$ cat src/inc/slm_consts.vh
// What this block does
// - single mode sends the whole stream on link 0, up to 96 MHz.
// - single mode flags older-receiver compatibility only below 85 MHz.
// - forced single mode turns off secondary transmit phy and back channel.
// - dual mode sends alternate pixels on the two links.
// - dual mode accepts up to 210 MHz, each port at half rate.
// - auto mode picks dual for dual-capable receiver above minimum frequency.
// - dual mode, or single mode other than forced single, lets link 1 carry control traffic if supported.
// - control bits 2:0 = 011b disable auto-detect and force dual mode.
// - control bits 2:0 = 100b keep auto-detect but forbid dual mode.
// - replicate mode sends identical video to both links, up to 105 MHz.
// - auto mode picks replicate when two independent receivers are found.
// - receiver only on link 1 lets video go on link 1 alone.
// - auto mode decides from receiver capabilities and measured pixel frequency.
// - control register can turn auto-detection off for a forced mode.
// - control bit 5 enables PLL reset on frequency change; software clears it.
`ifndef SLM_CONSTS_VH
`define SLM_CONSTS_VH

// register offsets
`define SLM_OFS_PORT_SEL 8'h1e
`define SLM_OFS_CAP 8'h20
`define SLM_OFS_CTL 8'h5b
`define SLM_OFS_STATUS 8'h5c

// reset values
`define SLM_RST_PORT_SEL 8'h01
`define SLM_RST_CAP 8'h00
`define SLM_RST_CTL 8'h20

// port selector codes
`define SLM_SEL_PORT0 8'h01
`define SLM_SEL_PORT1 8'h02

// capability fields
`define SLM_CAP_FORCE 7
`define SLM_CAP_DUAL 0
`define SLM_CAP_HIGH_SPEED_CONTROL_CHANNEL 1

// control fields
`define SLM_CTL_COAX 7
`define SLM_CTL_PLL_RST 5
`define SLM_CTL_MODE_HI 2
`define SLM_CTL_MODE_LO 0
`define SLM_MODE_AUTO 3'h0
`define SLM_MODE_FORCE_SINGLE 3'h1
`define SLM_MODE_FORCE_DUAL 3'h3
`define SLM_MODE_AUTO_NO_DUAL 3'h4

// frequency limits in MHz
`define SLM_FREQ_SINGLE_MAX 8'h60
`define SLM_FREQ_LEGACY_MAX 8'h55
`define SLM_FREQ_DUAL_MAX 8'hd2
`define SLM_FREQ_REPL_MAX 8'h69
`define SLM_FREQ_DUAL_MIN 8'h41
`define SLM_FREQ_TOL 8'h02

// one-hot link modes
`define SLM_ST_IDLE 5'h01
`define SLM_ST_SINGLE 5'h02
`define SLM_ST_DUAL 5'h04
`define SLM_ST_REPL 5'h08
`define SLM_ST_SEC 5'h10

`endif

$ cat src/core/slm_mode_ctl.v
`timescale 1ns/10ps
`default_nettype none
`include "slm_consts.vh"

module slm_mode_ctl (
  input wire clk_sys_i,
  input wire rst_n_i,
  input wire [7:0] reg_addr_i,
  input wire reg_wr_i,
  input wire [7:0] reg_wdata_i,
  input wire reg_rd_i,
  output reg [7:0] reg_rdata_o,
  output reg reg_rvalid_o,
  input wire rx0_present_i,
  input wire rx0_dual_cap_i,
  input wire rx0_high_speed_control_channel_cap_i,
  input wire rx1_present_i,
  input wire [7:0] pixel_freq_mhz_i,
  input wire [23:0] pix_data_i,
  input wire pix_valid_i,
  output reg [4:0] link_mode_o,
  output reg tx0_en_o,
  output reg tx1_en_o,
  output reg tx1_back_en_o,
  output reg high_speed_control_channel_o,
  output reg half_rate_o,
  output reg legacy_ok_o,
  output reg freq_over_o,
  output reg pll_reset_o,
  output reg coax_mode_o,
  output reg [23:0] tx0_data_o,
  output reg tx0_valid_o,
  output reg [23:0] tx1_data_o,
  output reg tx1_valid_o
);

// -----------------------------------------
// register file
// -----------------------------------------
reg [7:0] link_port_selector;
reg [7:0] cap_port0;
reg [7:0] cap_port1;
reg [7:0] dual_link_control;
reg [4:0] mode;
reg pix_phase;

wire [2:0] ctl_mode;
wire sel_port1;
wire pll_reset_on_freq_change;
wire auto_on;
wire freq_change;

assign ctl_mode = dual_link_control[`SLM_CTL_MODE_HI:`SLM_CTL_MODE_LO];
assign sel_port1 = (link_port_selector == `SLM_SEL_PORT1);
assign pll_reset_on_freq_change = dual_link_control[`SLM_CTL_PLL_RST];
assign auto_on = (ctl_mode == `SLM_MODE_AUTO) ||
  (ctl_mode == `SLM_MODE_AUTO_NO_DUAL);

always @(posedge clk_sys_i or negedge rst_n_i) begin
  if (!rst_n_i) begin
    link_port_selector <= `SLM_RST_PORT_SEL;
    cap_port0 <= `SLM_RST_CAP;
    cap_port1 <= `SLM_RST_CAP;
    dual_link_control <= `SLM_RST_CTL;
  end else if (reg_wr_i) begin
    case (reg_addr_i)
      `SLM_OFS_PORT_SEL: begin
        link_port_selector <= reg_wdata_i;
      end
      `SLM_OFS_CAP: begin
        // capability write lands on the selected port
        if (sel_port1) begin
          cap_port1 <= reg_wdata_i;
        end else begin
          cap_port0 <= reg_wdata_i;
        end
      end
      `SLM_OFS_CTL: begin
        dual_link_control <= reg_wdata_i;
      end
      default: begin
        link_port_selector <= link_port_selector;
      end
    endcase
  end
end

// -----------------------------------------
// register read, one cycle after strobe
// -----------------------------------------
reg [7:0] next_rdata;

always @* begin
  case (reg_addr_i)
    `SLM_OFS_PORT_SEL: next_rdata = link_port_selector;
    `SLM_OFS_CAP: next_rdata = sel_port1 ? cap_port1 : cap_port0;
    `SLM_OFS_CTL: next_rdata = dual_link_control;
    `SLM_OFS_STATUS: next_rdata = {3'h0, mode};
    default: next_rdata = 8'h00;
  endcase
end

always @(posedge clk_sys_i or negedge rst_n_i) begin
  if (!rst_n_i) begin
    reg_rdata_o <= 8'h00;
    reg_rvalid_o <= 1'b0;
  end else begin
    reg_rvalid_o <= reg_rd_i;
    if (reg_rd_i) begin
      reg_rdata_o <= next_rdata;
    end
  end
end

// -----------------------------------------
// capability resolve
// -----------------------------------------
wire rx0_dual;
wire rx1_high_speed_control_channel;
wire above_min;

// forced capability is ORed with what the link reports
assign rx0_dual = rx0_dual_cap_i ||
  (cap_port0[`SLM_CAP_FORCE] && cap_port0[`SLM_CAP_DUAL]);
assign rx1_high_speed_control_channel = rx0_high_speed_control_channel_cap_i ||
  (cap_port1[`SLM_CAP_FORCE] && cap_port1[`SLM_CAP_DUAL]);
assign above_min = (pixel_freq_mhz_i > `SLM_FREQ_DUAL_MIN);

// -----------------------------------------
// mode selection
// -----------------------------------------
reg [4:0] next_mode;

always @* begin
  next_mode = `SLM_ST_IDLE;
  case (ctl_mode)
    `SLM_MODE_FORCE_DUAL: begin
      next_mode = `SLM_ST_DUAL;
    end
    `SLM_MODE_FORCE_SINGLE: begin
      next_mode = `SLM_ST_SINGLE;
    end
    `SLM_MODE_AUTO, `SLM_MODE_AUTO_NO_DUAL: begin
      if (rx0_present_i && rx0_dual && above_min &&
          ctl_mode == `SLM_MODE_AUTO) begin
        next_mode = `SLM_ST_DUAL;
      end else if (rx0_present_i && rx1_present_i && !rx0_dual) begin
        next_mode = `SLM_ST_REPL;
      end else if (rx0_present_i) begin
        next_mode = `SLM_ST_SINGLE;
      end else if (rx1_present_i) begin
        next_mode = `SLM_ST_SEC;
      end else begin
        next_mode = `SLM_ST_IDLE;
      end
    end
    default: begin
      next_mode = `SLM_ST_SINGLE;
    end
  endcase
end

always @(posedge clk_sys_i or negedge rst_n_i) begin
  if (!rst_n_i) begin
    mode <= `SLM_ST_IDLE;
  end else begin
    mode <= next_mode;
  end
end

// -----------------------------------------
// link enables and status
// -----------------------------------------
reg next_tx0;
reg next_tx1;
reg next_back;
reg next_high_speed_control_channel;
reg next_over;

always @* begin
  next_tx0 = 1'b0;
  next_tx1 = 1'b0;
  next_back = 1'b0;
  next_high_speed_control_channel = 1'b0;
  next_over = 1'b0;
  case (mode)
    `SLM_ST_SINGLE: begin
      next_tx0 = 1'b1;
      next_over = (pixel_freq_mhz_i > `SLM_FREQ_SINGLE_MAX);
      if (ctl_mode != `SLM_MODE_FORCE_SINGLE) begin
        next_high_speed_control_channel = rx1_high_speed_control_channel;
        next_tx1 = rx1_high_speed_control_channel;
        next_back = rx1_high_speed_control_channel;
      end
    end
    `SLM_ST_DUAL: begin
      next_tx0 = 1'b1;
      next_tx1 = 1'b1;
      next_back = 1'b1;
      next_high_speed_control_channel = rx1_high_speed_control_channel;
      next_over = (pixel_freq_mhz_i > `SLM_FREQ_DUAL_MAX);
    end
    `SLM_ST_REPL: begin
      next_tx0 = 1'b1;
      next_tx1 = 1'b1;
      next_back = 1'b1;
      next_over = (pixel_freq_mhz_i > `SLM_FREQ_REPL_MAX);
    end
    `SLM_ST_SEC: begin
      next_tx1 = 1'b1;
      next_back = 1'b1;
      next_over = (pixel_freq_mhz_i > `SLM_FREQ_SINGLE_MAX);
    end
    `SLM_ST_IDLE: begin
      next_tx0 = 1'b0;
    end
    default: begin
      next_tx0 = 1'b0;
    end
  endcase
end

always @(posedge clk_sys_i or negedge rst_n_i) begin
  if (!rst_n_i) begin
    link_mode_o <= `SLM_ST_IDLE;
    tx0_en_o <= 1'b0;
    tx1_en_o <= 1'b0;
    tx1_back_en_o <= 1'b0;
    high_speed_control_channel_o <= 1'b0;
    half_rate_o <= 1'b0;
    legacy_ok_o <= 1'b0;
    freq_over_o <= 1'b0;
    coax_mode_o <= 1'b0;
  end else begin
    link_mode_o <= mode;
    tx0_en_o <= next_tx0;
    tx1_en_o <= next_tx1;
    tx1_back_en_o <= next_back;
    high_speed_control_channel_o <= next_high_speed_control_channel;
    half_rate_o <= (mode == `SLM_ST_DUAL);
    legacy_ok_o <= (mode == `SLM_ST_SINGLE) &&
      (pixel_freq_mhz_i < `SLM_FREQ_LEGACY_MAX);
    freq_over_o <= next_over;
    coax_mode_o <= dual_link_control[`SLM_CTL_COAX];
  end
end

// -----------------------------------------
// pll reset on frequency change
// -----------------------------------------
slm_freq_watch u_freq_watch (
  .clk_sys_i(clk_sys_i),
  .rst_n_i(rst_n_i),
  .freq_i(pixel_freq_mhz_i),
  .enable_i(pll_reset_on_freq_change),
  .change_o(freq_change)
);

always @(posedge clk_sys_i or negedge rst_n_i) begin
  if (!rst_n_i) begin
    pll_reset_o <= 1'b0;
  end else begin
    pll_reset_o <= freq_change;
  end
end

// -----------------------------------------
// pixel steering
// -----------------------------------------
always @(posedge clk_sys_i or negedge rst_n_i) begin
  if (!rst_n_i) begin
    pix_phase <= 1'b0;
    tx0_data_o <= 24'h000000;
    tx0_valid_o <= 1'b0;
    tx1_data_o <= 24'h000000;
    tx1_valid_o <= 1'b0;
  end else begin
    tx0_valid_o <= 1'b0;
    tx1_valid_o <= 1'b0;
    if (mode != `SLM_ST_DUAL) begin
      pix_phase <= 1'b0;
    end
    if (pix_valid_i) begin
      case (mode)
        `SLM_ST_SINGLE: begin
          tx0_data_o <= pix_data_i;
          tx0_valid_o <= 1'b1;
        end
        `SLM_ST_DUAL: begin
          // even pixels on link 0, odd on link 1
          pix_phase <= ~pix_phase;
          if (pix_phase) begin
            tx1_data_o <= pix_data_i;
            tx1_valid_o <= 1'b1;
          end else begin
            tx0_data_o <= pix_data_i;
            tx0_valid_o <= 1'b1;
          end
        end
        `SLM_ST_REPL: begin
          tx0_data_o <= pix_data_i;
          tx0_valid_o <= 1'b1;
          tx1_data_o <= pix_data_i;
          tx1_valid_o <= 1'b1;
        end
        `SLM_ST_SEC: begin
          tx1_data_o <= pix_data_i;
          tx1_valid_o <= 1'b1;
        end
        default: begin
          tx0_valid_o <= 1'b0;
        end
      endcase
    end
  end
end

endmodule
`default_nettype wire

$ cat src/core/slm_freq_watch.v
`timescale 1ns/10ps
`default_nettype none
`include "slm_consts.vh"

module slm_freq_watch (
  input wire clk_sys_i,
  input wire rst_n_i,
  input wire [7:0] freq_i,
  input wire enable_i,
  output reg change_o
);

reg [7:0] last_freq;
wire [7:0] diff;

assign diff = (freq_i > last_freq) ? (freq_i - last_freq) :
  (last_freq - freq_i);

// -----------------------------------------
// change beyond tolerance, one-cycle pulse
// -----------------------------------------
always @(posedge clk_sys_i or negedge rst_n_i) begin
  if (!rst_n_i) begin
    last_freq <= 8'h00;
    change_o <= 1'b0;
  end else begin
    change_o <= 1'b0;
    if (diff > `SLM_FREQ_TOL) begin
      last_freq <= freq_i;
      change_o <= enable_i;
    end
  end
end

endmodule
`default_nettype wire

$ cat config.mk
export PLATFORM = sky130hd
export DESIGN_NAME = slm_mode_ctl
export DESIGN_NICKNAME = d
export VERILOG_FILES = /design/src/core/slm_mode_ctl.v /design/src/core/slm_freq_watch.v
export VERILOG_INCLUDE_DIRS = /design/src /design/src/inc
export SDC_FILE = /design/constraint.sdc
export NUM_CORES = 1
export LEC_CHECK = 0
export BUFFER_PORTS_ARGS = -buffer_cell sky130_fd_sc_hd__buf_2
export CORE_AREA = 2 2 105 107
export DETAILED_ROUTE_END_ITERATION = 8
export DIE_AREA = 0 0 107 109
export HOLD_SLACK_MARGIN = 0.06
export PLACE_DENSITY = 0.83
export SYNTH_ARGS = -nofsm -noshare
export SYNTH_HDL_FRONTEND = slang
export SYNTH_SLANG_ARGS = --single-unit
$ cat constraint.sdc
create_clock -name clk_sys_i -period 6.8 [get_ports clk_sys_i]
set_input_delay 0.68 -clock clk_sys_i [delete_from_list [all_inputs] [get_ports clk_sys_i]]
set_output_delay 0.68 -clock clk_sys_i [all_outputs]
set_load 0.005 [all_outputs]
# Yosys cells after proc, flatten, opt, wreduce, memory -nomap -nowiden
# Cells that the tools add are included.
[classes]
addsub = 2
magnitude_cmp = 7
n_eq_ne = 15
muxes = 27
n_bitwise = 2
n_reduce_logical = 26
[op_table]
columns = ["operator", "n"]
rows = [
  ["$pmux 24 s2", 2],
  ["$mux 24", 2],
  ["$pmux 8 s4", 1],
  ["$gt 8x7->1 const B", 3],
  ["$mux 5", 4],
  ["$eq 8x7->1 const B", 2],
  ["$mux 8", 2],
  ["$sub 8x8->8", 2],
  ["$reduce_and 3->1", 4],
  ["$mux 1", 10],
  ["$pmux 5 s2", 1],
  ["$eq 8x2->1 const B", 1],
  ["$eq 8x5->1 const B", 1],
  ["$eq 8x6->1 const B", 1],
  ["$gt 8x2->1 const B", 1],
  ["$gt 8x8->1", 1],
  ["$gt 8x8->1 const B", 1],
  ["$logic_and 1x1->1", 8],
  ["$lt 8x7->1 const B", 1],
  ["$pmux 1 s2", 4],
  ["$reduce_or 2->1", 4],
  ["$reduce_or 3->1", 2],
  ["$eq 5x2->1 const B", 1],
  ["$eq 5x3->1 const B", 1],
  ["other kinds (14)", 19],
]
[word_totals]
reg_bits = 119
input_bits = 57
out_inout_bits = 73
elab_cells = 102

# Logic depth before layout (Yosys ltp)
# Gate-level depths: netlist (run 1).
[logic_depth]
depth_word = 7
mapped_depth = 10
mapped_depth_nobuf = 10

# Cells and area by module
# Synthesis (run 1) repeated with hierarchy kept, for this count alone.
[hier_totals]
cells_unflattened = 463
hier_area_um2 = 5796.8
[by_module_without_submodules]
columns = ["mod", "n_inst", "cells_per_inst", "area_each_um2"]
rows = [
  ["slm_mode_ctl", 1, 336, 4677.0],
  ["slm_freq_watch", 1, 127, 1119.8],
]

# Least setup slack after synthesis (run 1)
# OpenSTA, ideal clock, no wires.
[synth_path]
path_type = "input-to-reg"
startpoint = "in pixel_freq_mhz_i[4]"
endpoint = "reg u_freq_watch.last_freq[7]"
arrival_ns = 2.574
path_slack_ns = 4.101
cell_stages = 9
path_buffers = 1
path_cell_list = "inv_1 > ha_1 > buf_6 > a211oi_2 > nor2_1 > or4_4 > a211oi_2 > a2bb2oi_4 > mux2_4"
[synth_between]
elab_chain_cells = 3
elab_cells_between_ends = 5
[synth_rtl]
columns = ["item", "line_no", "text"]
rows = [
  ["from (decl)", "slm_mode_ctl.v:18", "input wire [7:0] pixel_freq_mhz_i,"],
  ["$sub 8x8->8 (tied with other cells)", "slm_freq_watch.v:17", "(last_freq - freq_i);"],
  ["$mux 8 (*)", "slm_freq_watch.v:16", "assign diff = (freq_i > last_freq) ? (freq_i - last_freq) :"],
  ["$gt 8x2->1 (no source line) (*)", "--", ""],
  ["to (signal assigned)", "slm_freq_watch.v:29", "last_freq <= freq_i;"],
  ["to (decl)", "slm_freq_watch.v:13", "reg [7:0] last_freq;"],
]
# Mark *: on every way between the ends. The rest lies on a longest branch, timed or not.
# A chain may end at the register's enable or synchronous reset.

# Final worst setup path (run 1)
[layout_path]
startpoint = "reg u_freq_watch.last_freq[0]"
endpoint = "reg u_freq_watch.last_freq[7]"
[layout_between]
elab_chain_cells = 3
elab_cells_between_ends = 5
[layout_rtl]
columns = ["item", "line_no"]
rows = [
  ["$sub 8x8->8 (tied with other cells)", "slm_freq_watch.v:17"],
  ["$mux 8 (*)", "slm_freq_watch.v:16"],
  ["$gt 8x2->1 (no source line) (*)", "--"],
]
# Marked as above.

==> impl_metrics.csv, run 1 <==
group,metric,value,unit
drt,drt-total-wl,14.2,mm
flow_run,drv_cap,0,
clocking,numCtsBuffers,17,
die,num_rows,38,
finish,drive_above_1_share,32.5,%
finish,fin_cells,835,
global_route,use_met1,32.0,%
setup_path,crit_type,"reg2reg",
die,design.portCount,130,
drt,vias,4580,
synth,synthFlopType,"dfrtp_1",
power,p_leak,3.68,nW
synth,synth.distinct_cells,55,
setup_path,slowest_stage,"fa_1",
power,seqPwrFrac,40.7,%
synth,syn_area,5610,µm²
clocking,htree_num_levels,4,
global_route,antenna_found_initial,1,
drt,first_iter_violations,391,
synth,synth_most_common_cell,"nand2_1",
setup_path,required,7200,ps
setup_path,cp_cell_sequence,"inv_1 > ha_1 > inv_1 > fa_1 > a21o_2 > a21oi_1 > mux2i_1 > nand4_1 > a2bb2oi_4 > mux2_4",
drt,drc_errors,0,
drt,ant_nets,0,
setup_path,cp_top_family,"compound AO/OA/AOI/OAI gates",
die,core_area,10600,µm²
global_route,grt_max_degree,64,
finish,fin_nets,756,
power,p_sw_share,27.5,%
status,outcome,"complete, no violations",
sta,hold_violations,0,
power,p_sw,585,µW
synth,synth_cells,549,
sta,slew_viol_final,0,
setup_path,path_buf_inv,2,
die,start_util,52.9,%
finish,diodes,0,
placed_design,hpwl,9.99,mm
drt,vias_per_cell,5.49,
finish,area_growth_syn_to_layout,24.3,%
clocking,cts.sinks,119,
clocking,cts_setup_buffers,0,
power,p_per_area,305,nW/µm²
drt,wire_per_inst,17.0,µm
sta,tightest_slew,1250,ps
sta,setup_viol,0,
placed_design,gp_congestion,0.870,
power,p_int,1.54,mW
setup_path,cp-start-kind,"register",
drt,drt_pre_antenna_iters,5,
synth,synth_top_area_share,51.3,%
synth,avgSynthCellArea,10.2,µm²
clocking,cts_buffer_depth,2,
power,p_comb_share,16.4,%
placed_design,place_ws,3680,ps
sta,post-route-period-util,38.5,%
clocking,holdBufCountCts,0,
setup_path,critPathMaxFanout,9,
synth,ys_seq_area_share,53.1,%
clocking,cts_tree,"built",
clocking,cts_resized,0,
placed_design,dp.cells,803,
synth,syn_nets,623,
die,dieArea,11700,µm²
sta,rsz0062_at_grt,"false",
global_route,grt_pass1_vias,4576,
hold_path,hold_class,"in2async",
global_route,overflow,0,
synth,yosysTopAreaCell,"dfrtp_1",
synth,synth.top_cells.by_count,"164 x nand2_1, 115 x dfrtp_1, 41 x mux2_2, 24 x inv_1, 24 x nor2_1",
global_route,grt_most_used_layer,"met2",
setup_path,path_common_cell,"inv_1",
power,ir_worst_vdd,178,µV
die,die_h,109,µm
sta,relSlewSlack,15.7,%
synth,ys_warn_count,0,
synth,synth-edff-count,0,
global_route,track_usage,25.2,%
sta,finalSetupTns,0,ps
sta,worst_slack,4180,ps
setup_path,end_kind,"register",
global_route,grt_pass1_wl,22.6,mm
sta,period_needed,2620,ps
synth,synth-async-reset-ratio,100,%
clocking,clock_latency,510,ps
die,die_width,107,µm
global_route,grtUsageMet2,42.7,%
clocking,root_buffer,"clkbuf_8",
synth,ys_ff_latch,119,
synth,ys_top_cells_by_area,"dfrtp_1 51%, nand2_1 11%, mux2_2 8.2%, ha_1 3.3%, dfstp_2 1.9%",
placed_design,port_buffers,129,
clocking,clk_pin_slew,60,ps
setup_path,arrival,3010,ps
global_route,grt_use_met3,6.10,%
sta,fmax,0.382,GHz
power,p_clk_share,43.0,%
setup_path,max_stage_delay,430,ps
sta,clock_skew,6.09,ps
## cell usage in the layout, fill, tap and decap left out, types with 5 or more instances in the layout
| cell | instances |
|---|---|
| mux2i_1 | 10 |
| clkbuf_16 | 16 |
| buf_2 | 128 |
| ha_1 | 15 |
| a31oi_1 | 7 |
| nor2_1 | 24 |
| o22ai_1 | 5 |
| dfrtp_1 | 115 |
| a21oi_1 | 18 |
| nand2_1 | 164 |
| nor4_1 | 9 |
| nand2b_1 | 9 |
| o21ai_0 | 10 |
| inv_1 | 24 |
| a222oi_1 | 8 |
| nand4_1 | 5 |
| mux2_2 | 41 |
| xnor2_1 | 5 |
| nand3b_1 | 6 |
## power by group through the flow
stage / Combinational, mW / Sequential [mW] / Clock, mW
finish: 0.348 / 0.866 / 0.915
global route: 0.393 / 0.877 / 0.957
CTS: 0.352 / 0.865 / 0.928
detailed placement: 0.348 / 0.876 / 0
global placement: 0.338 / 0.869 / 0
floorplan: 0.174 / 0.876 / 0
## stage by stage
| stage | total power [mW] | hold WS, ps | area, µm² | utilization, % |
|---|---|---|---|---|
| after floorplan | 1.05 | 331 | 5610 | - |
| after global placement | 1.21 | 343 | 6370 | 60.1 |
| after detailed placement | 1.22 | 336 | 6370 | 60.1 |
| after CTS | 2.14 | 278 | 6980 | 65.8 |
| after global routing | 2.23 | 301 | 6980 | 65.8 |
| final | 2.13 | 245 | 6980 | 65.8 |
## final cells by class
class,count,area (µm²)
clock buffer,19,442
clock inverter,13,170
fill,843,3620
inverter,27,101
multi-input combinational,385,2440
sequential,119,2980
tap,140,175
timing repair buffer,132,671
## routing by layer
metal / vias to the layer above / share of wire, %
met2: 175 / 50
met5: - / 0.092
li1: 2141 / -
met3: 16 / 5.7
met1: 2246 / 43
met4: 2 / 1.5
## sequential cells by signal, summed over array words and instances, names as in the netlist, 5 cells and up
signal	flops
tx0_data_o	24
tx1_data_o	24
cap_port0	8
cap_port1	8
dual_link_control	8
link_port_selector	8
reg_rdata_o	8
u_freq_watch.last_freq	8
link_mode_o	5
mode	5
## worst register-to-register path, cell delays in order, from the launching register on
cell and delay [ps]:
dfrtp_1 390, inv_1 80, ha_1 180, inv_1 70, fa_1 430, a21o_2 210, a21oi_1 170, mux2i_1 100
nand4_1 140, a2bb2oi_4 380, mux2_4 340
## cells by family after synthesis
| kind of cell | Yosys count | synth area share [%] |
|---|---|---|
| compound gates | 70 | 9.03 |
| xor+xnor | 6 | 0.936 |
| fa+ha+maj | 17 | 4.06 |
| buf+inv | 45 | 3.43 |
| flops | 119 | 53.1 |
| mux | 52 | 10.3 |
| simple gates | 240 | 19.1 |
## final timing paths
check / endpoint / slack (ps) / start / depth (start not counted)
setup / recovery: u_freq_watch.last_freq[7] / 4180 / u_freq_watch.last_freq[0] / 10
hold / removal: tx0_data_o[19] / 240 / rst_n_i / 1
setup reg to reg: u_freq_watch.last_freq[7] / 4180 / u_freq_watch.last_freq[0] / 10
hold reg to reg: pll_reset_o / 360 / u_freq_watch.change_o / 0
max in group asynchronous: pll_reset_o / 5360 / rst_n_i / 2
min in group clk_sys_i: mode[0] / 320 / rx1_present_i / 2
Note: power is estimated with default switching activity, not from simulation.
==> run 2: changes to the inputs <==
Clock period 6.8 ns to 2.65 ns, I/O delays scaled along.
==> run 2 against run 1 <==
Compared with the run above: clock power increased by 120%; setup slack got worse by 4000 ps; clock skew about the same; clock-buffer cell count increased by 2; critical endpoint unchanged; largest power group is now sequential cells.
==> impl_metrics.csv, run 2 (synthesis results as in run 1) <==
group,metric,value,unit
status,outcome,"complete, no violations",
sta,rsz0062_at_grt,"false",
setup_path,max_stage_delay,410,ps
finish,fin_cells,886,
finish,drive_above_1_share,31.9,%
placed_design,port_buffers,129,
drt,vias_per_cell,5.49,
sta,post-route-period-util,94.3,%
die,die_h,109,µm
placed_design,hpwl,10.2,mm
power,p_per_area,701,nW/µm²
power,p_leak,3.88,nW
setup_path,end_kind,"register",
drt,first_iter_violations,374,
global_route,track_usage,26.4,%
setup_path,arrival,2890,ps
die,start_util,52.9,%
die,core_area,10600,µm²
drt,ant_nets,0,
drt,wire_per_inst,16.7,µm
drt,drt-total-wl,14.8,mm
finish,multi_input_area,2450,µm²
placed_design,dpl_cell_area,6460,µm²
setup_path,cp_cell_sequence,"ha_1 > inv_1 > fa_1 > a211oi_2 > nor4_1 > o22ai_1 > nand4_1 > a2bb2oi_4 > mux2_4",
global_route,grt_pass1_vias,4763,
clocking,htree_num_levels,4,
drt,vias,4867,
setup_path,cp-start-kind,"register",
finish,fin_nets,807,
clocking,cts_buffer_depth,2,
finish,final_area,7440,µm²
sta,worst_slack,152,ps
finish,regArea,2980,µm²
die,dieArea,11700,µm²
drt,wl_met2,7.26,mm
global_route,grt_pass1_wl,23.7,mm
setup_path,slowest_stage,"fa_1",
global_route,overflow,0,
hold_path,hold_class,"in2reg",
finish,nFillCells,768,
setup_path,required,3040,ps
die,num_rows,38,
drt,drc_errors,0,
sta,slew_viol_final,0,
setup_path,path_buf_inv,1,
global_route,antenna_found_initial,0,
die,die_width,107,µm
sta,clock_skew,6.02,ps
flow_run,drv_cap,0,
clocking,root_buffer,"clkbuf_8",
setup_path,cp_top_family,"compound AO/OA/AOI/OAI gates",
drt,drt_pre_antenna_iters,6,
global_route,grt_max_degree,57,
power,ir_worst_vdd,496,µV
sta,period_needed,2500,ps
sta,setup_viol,0,
finish,final_cell_mix,"163 x nand2_1, 128 x buf_2, 115 x dfrtp_1, 42 x dlygate4sd3_1, 41 x mux2_2",
placed_design,dp.cells,811,
clocking,numCtsBuffers,17,
sta,relSlewSlack,50.0,%
drt,dr.max_layer_used,"met4",
sta,fmax,0.400,GHz
sta,tightest_slew,751,ps
clocking,clock_latency,510,ps
finish,final_common_cell,"nand2_1",
die,design.portCount,130,
placed_design,gp_congestion,0.828,
sta,hold_violations,0,
setup_path,critPathMaxFanout,4,
sta,hold_slack,111,ps
placed_design,place_ws,18.6,ps
drt,wl_met3,1.12,mm
clocking,clk_pin_slew,60,ps
setup_path,crit_type,"reg2reg",
sta,finalSetupTns,0,ps
drt,met1Wirelength,6.12,mm
finish,diodes,0,
clocking,cts.sinks,119,
clocking,cts_tree,"built",
finish,area_growth_syn_to_layout,32.5,%
finish,reg_top3,"tx0_data_o (24), tx1_data_o (24)",
run 2: worst paths after layout:
path | startpoint | endpoint | slack, ps | cells after the start
worst max-delay path | u_freq_watch.last_freq[0] | u_freq_watch.last_freq[7] | 150 | 9
worst max register to register | u_freq_watch.last_freq[0] | u_freq_watch.last_freq[7] | 150 | 9
max in group asynchronous | rst_n_i | dual_link_control[5] | 1560 | 3
min in group asynchronous | rst_n_i | tx0_data_o[19] | 370 | 2
worst min register to register | u_freq_watch.change_o | pll_reset_o | 360 | 0
worst min-delay path | pixel_freq_mhz_i[0] | u_freq_watch.last_freq[0] | 110 | 3
run 2: per-stage QoR:
step           utilization [%]  total power [mW]
4_1_cts                   70.0              5.25
2_1_floorplan                -              2.69
3_3_place_gp              61.0              3.12
3_5_place_dp              61.0              3.15
6_report                  70.2              5.22
5_1_grt                   70.2              5.49
run 2: layer usage:
layer	vias to the layer above	global-route usage [%]
met3	22	6.22
li1	2241	-
met4	0	9.83
met2	225	44.3
met1	2379	33.6
met5	-	0
run 2: layout make-up:
| type | count | share of cell area, % |
|---|---|---|
| timing repair buffer | 183 | 16.1 |
| multi-input combinational | 385 | 32.9 |
| clock buffer | 21 | 6.17 |
| tap | 140 | 2.35 |
| inverter | 27 | 1.36 |
| clock inverter | 11 | 1.03 |
| sequential | 119 | 40.1 |
run 2: timing repair:
item | in CTS | in global routing
hold buffers | 42 | 0
endpoints found under the setup margin | 0 | 15
hold endpoints to repair | 143 | 0
buffers inserted | 0 | 1
resized for setup | 0 | 4
run 2: power breakdown:
group          switching [mW]  leakage (nW)  internal (mW)  total [mW]
Clock                   0.814         0.256           1.22        2.03
Sequential              0.150          1.53           2.07        2.22
Combinational           0.510          2.09          0.453       0.963
Total                    1.47          3.88           3.74        5.22
run 2: worst reg2reg max path, stage by stage (launching register included):
cell       delay [ps]
dfrtp_1           370
ha_1              190
inv_1              60
fa_1              410
a211oi_2          290
nor4_1             90
o22ai_1           210
nand4_1           220
a2bb2oi_4         230
mux2_4            310
==> run 3: changes to the inputs <==
Settings changed: CORE_AREA 2 2 105 107 to 2 2 107 109, DIE_AREA 0 0 107 109 to 0 0 109 111, PLACE_DENSITY 0.83 to 0.82, SLEW_MARGIN set to 25, SYNTH_HIERARCHICAL set to 1.
==> run 3 against run 2 <==
Compared with the run above: utilization down 4.3 points; clock-buffer cell count fell by 4; highest routed layer is now met5; global-route usage fell by 1.0 points; critical endpoint is now u_freq_watch/last_freq[7]; largest cell class unchanged; sequential cell count is the same; sequential share of layout area is 0.79 points higher.
==> impl_metrics.csv, run 3 <==
group,metric,value,unit
flow_run,drv_cap,0,
setup_path,cp-start-kind,"register",
global_route,overflow,0,
drt,ant_nets,0,
finish,final_cell_mix,"128 x buf_2, 115 x dfrtp_1, 81 x mux2_2, 28 x inv_1, 21 x nor2_1",
synth,ys_ff_latch,119,
finish,reg_top3,"tx0_data_o (24), tx1_data_o (24)",
die,num_rows,39,
drt,wire_per_inst,18.9,µm
synth,synthFlopType,"dfrtp_1",
drt,first_iter_violations,274,
clocking,clk_pin_slew,60,ps
synth,ys_seq_area_share,51.5,%
drt,met1Wirelength,5.51,mm
die,die_h,111,µm
sta,relSlewSlack,41.8,%
sta,slew_viol_final,0,
synth,syn_area,5800,µm²
finish,drive_above_1_share,47.5,%
clocking,clock_latency,420,ps
clocking,cts_tree,"built",
sta,post-route-period-util,99.9,%
synth,synth_cells,463,
drt,wl_met2,7.87,mm
sta,tightest_slew,871,ps
status,outcome,"complete, no violations",
clocking,cts.sinks,119,
setup_path,end_kind,"register",
global_route,antenna_found_initial,1,
hold_path,hold_class,"in2reg",
synth,synth_top_area_share,49.6,%
synth,synth.distinct_cells,71,
sta,period_needed,2650,ps
clocking,htree_num_levels,4,
synth,ys_top_cells_by_area,"dfrtp_1 50%, mux2_2 16%, ha_1 3.2%, mux2i_1 2.8%, inv_1 1.9%",
synth,ys_warn_count,6,
synth,yosys-mux-area-fraction,19.7,%
global_route,grt_max_degree,56,
drt,dr.max_layer_used,"met5",
synth,synth_compound_area_share,10.2,%
synth,synth_top_family_by_area,"multiplexers",
clocking,numCtsBuffers,17,
die,core_area,11100,µm²
placed_design,hpwl,10.3,mm
die,design.portCount,130,
drt,wl_met3,738,µm
setup_path,required,2950,ps
drt,drt_pre_antenna_iters,5,
setup_path,critPathMaxFanout,3,
global_route,track_usage,25.3,%
drt,vias,4386,
finish,final_common_cell,"buf_2",
power,p_leak,3.61,nW
die,die_width,109,µm
synth,synth-async-reset-ratio,100,%
global_route,grt_pass1_vias,4621,
sta,hold_violations,0,
drt,drc_errors,0,
synth,avgSynthCellArea,12.5,µm²
power,ir_worst_vdd,564,µV
synth,synth-edff-count,0,
finish,area_growth_syn_to_layout,25.9,%
synth,synth-simple-area-share,10.2,%
power,p_per_area,756,nW/µm²
clocking,root_buffer,"clkbuf_16",
die,dieArea,12100,µm²
placed_design,port_buffers,129,
global_route,grt_pass1_wl,23.5,mm
setup_path,arrival,2950,ps
sta,finalSetupTns,0,ps
placed_design,gp_congestion,0.916,
sta,clock_skew,8.82,ps
finish,fin_nets,688,
synth,syn_nets,537,
power,total_power,5.52,mW
die,start_util,52.3,%
clocking,cts_setup_buffers,0,
drt,vias_per_cell,5.70,
setup_path,crit_type,"reg2reg",
synth,synth_xor_area_share,0.604,%
finish,fin_util,65.9,%
synth,synth_adder_area_share,3.93,%
synth,synth_most_common_cell,"dfrtp_1",
finish,diodes,0,
sta,setup_viol,0,
synth,yosysTopAreaCell,"dfrtp_1",
clocking,cts_buffer_depth,2,
sta,rsz0062_at_grt,"true",
synth,synth.top_cells.by_count,"115 x dfrtp_1, 81 x mux2_2, 30 x inv_1, 21 x nor2_1, 17 x nand2_1",
sta,fmax,0.378,GHz
drt,drt-total-wl,14.6,mm
-- run 3: cell types whose count changed after synthesis, moves of 5 or more --
cell	delta
a222oi_1	-7
a22o_1	+5
o21a_1	+5
mux2_2	+40
o22ai_1	-5
nand2_1	-147
a22oi_1	+6
inv_1	+6
mux2i_1	+6
nor4_1	-6
a31oi_1	-6
clkbuf_1	-9
-- run 3: final cells by class --
| type | count | area [µm²] |
|---|---|---|
| inverter | 31 | 116 |
| clock inverter | 15 | 156 |
| clock buffer | 17 | 425 |
| timing repair buffer | 149 | 826 |
| multi-input combinational | 296 | 2610 |
| tap | 143 | 179 |
| sequential | 119 | 2980 |
| fill | 814 | 3780 |
-- run 3: cells by family after synthesis --
kind of cell,Yosys count
xor+xnor,4
buf+inv,48
simple gates,94
mux,102
fa+ha+maj,17
flops,119
compound gates,79
-- run 3: worst max-delay path, cell delays in order, from the launching register on --
cell      delay [ps]
dfrtp_1          360
ha_1             170
inv_1             50
fa_2             360
a211oi_4         300
nor2_2            80
mux2_4           300
nor4_2           250
o211a_1          180
mux2_4           180
mux2_4           300
-- run 3: what timing repair did --
item,CTS,global route
resized for setup,1,7
endpoints found under the hold margin,41,0
hold buffers,3,0
pin swaps,1,3
endpoints found under the setup margin,3,9
-- run 3: final timing paths --
| kind | startpoint | slack, ps | cells after the start | to |
|---|---|---|---|---|
| max | u_freq_watch/last_freq[0] | 3 | 10 | u_freq_watch/last_freq[7] |
| min | rx0_present_i | 80 | 2 | mode[4] |
| max in group asynchronous | rst_n_i | 1450 | 3 | link_port_selector[0] |
| min reg2reg | dual_link_control[7] | 410 | 0 | coax_mode_o |
| min in group asynchronous | rst_n_i | 400 | 2 | reg_rdata_o[4] |
| max reg2reg | u_freq_watch/last_freq[0] | 3 | 10 | u_freq_watch/last_freq[7] |
-- run 3: layer usage --
layer,track usage (%),vias to the layer above
li1,-,1983
met5,0,-
met1,29.4,2205
met2,43.9,160
met3,6.06,36
met4,10.9,2
-- run 3: power by group --
group          total (mW)  switching [mW]  internal, mW
registers            2.26           0.159          2.10
clock network        2.23           0.848          1.38
logic                1.03           0.493         0.536
-- run 3: metrics by stage --
step	hold WS [ps]	instance area, µm²	setup slack, ps	instances
2_1_floorplan	-30.6	5800	34.9	463
3_3_place_gp	292	6660	-47.7	735
3_5_place_dp	306	6660	-116	735
4_1_cts	75.2	7270	10.4	770
5_1_grt	76.8	7300	-125	770
6_report	78.2	7300	2.74	770
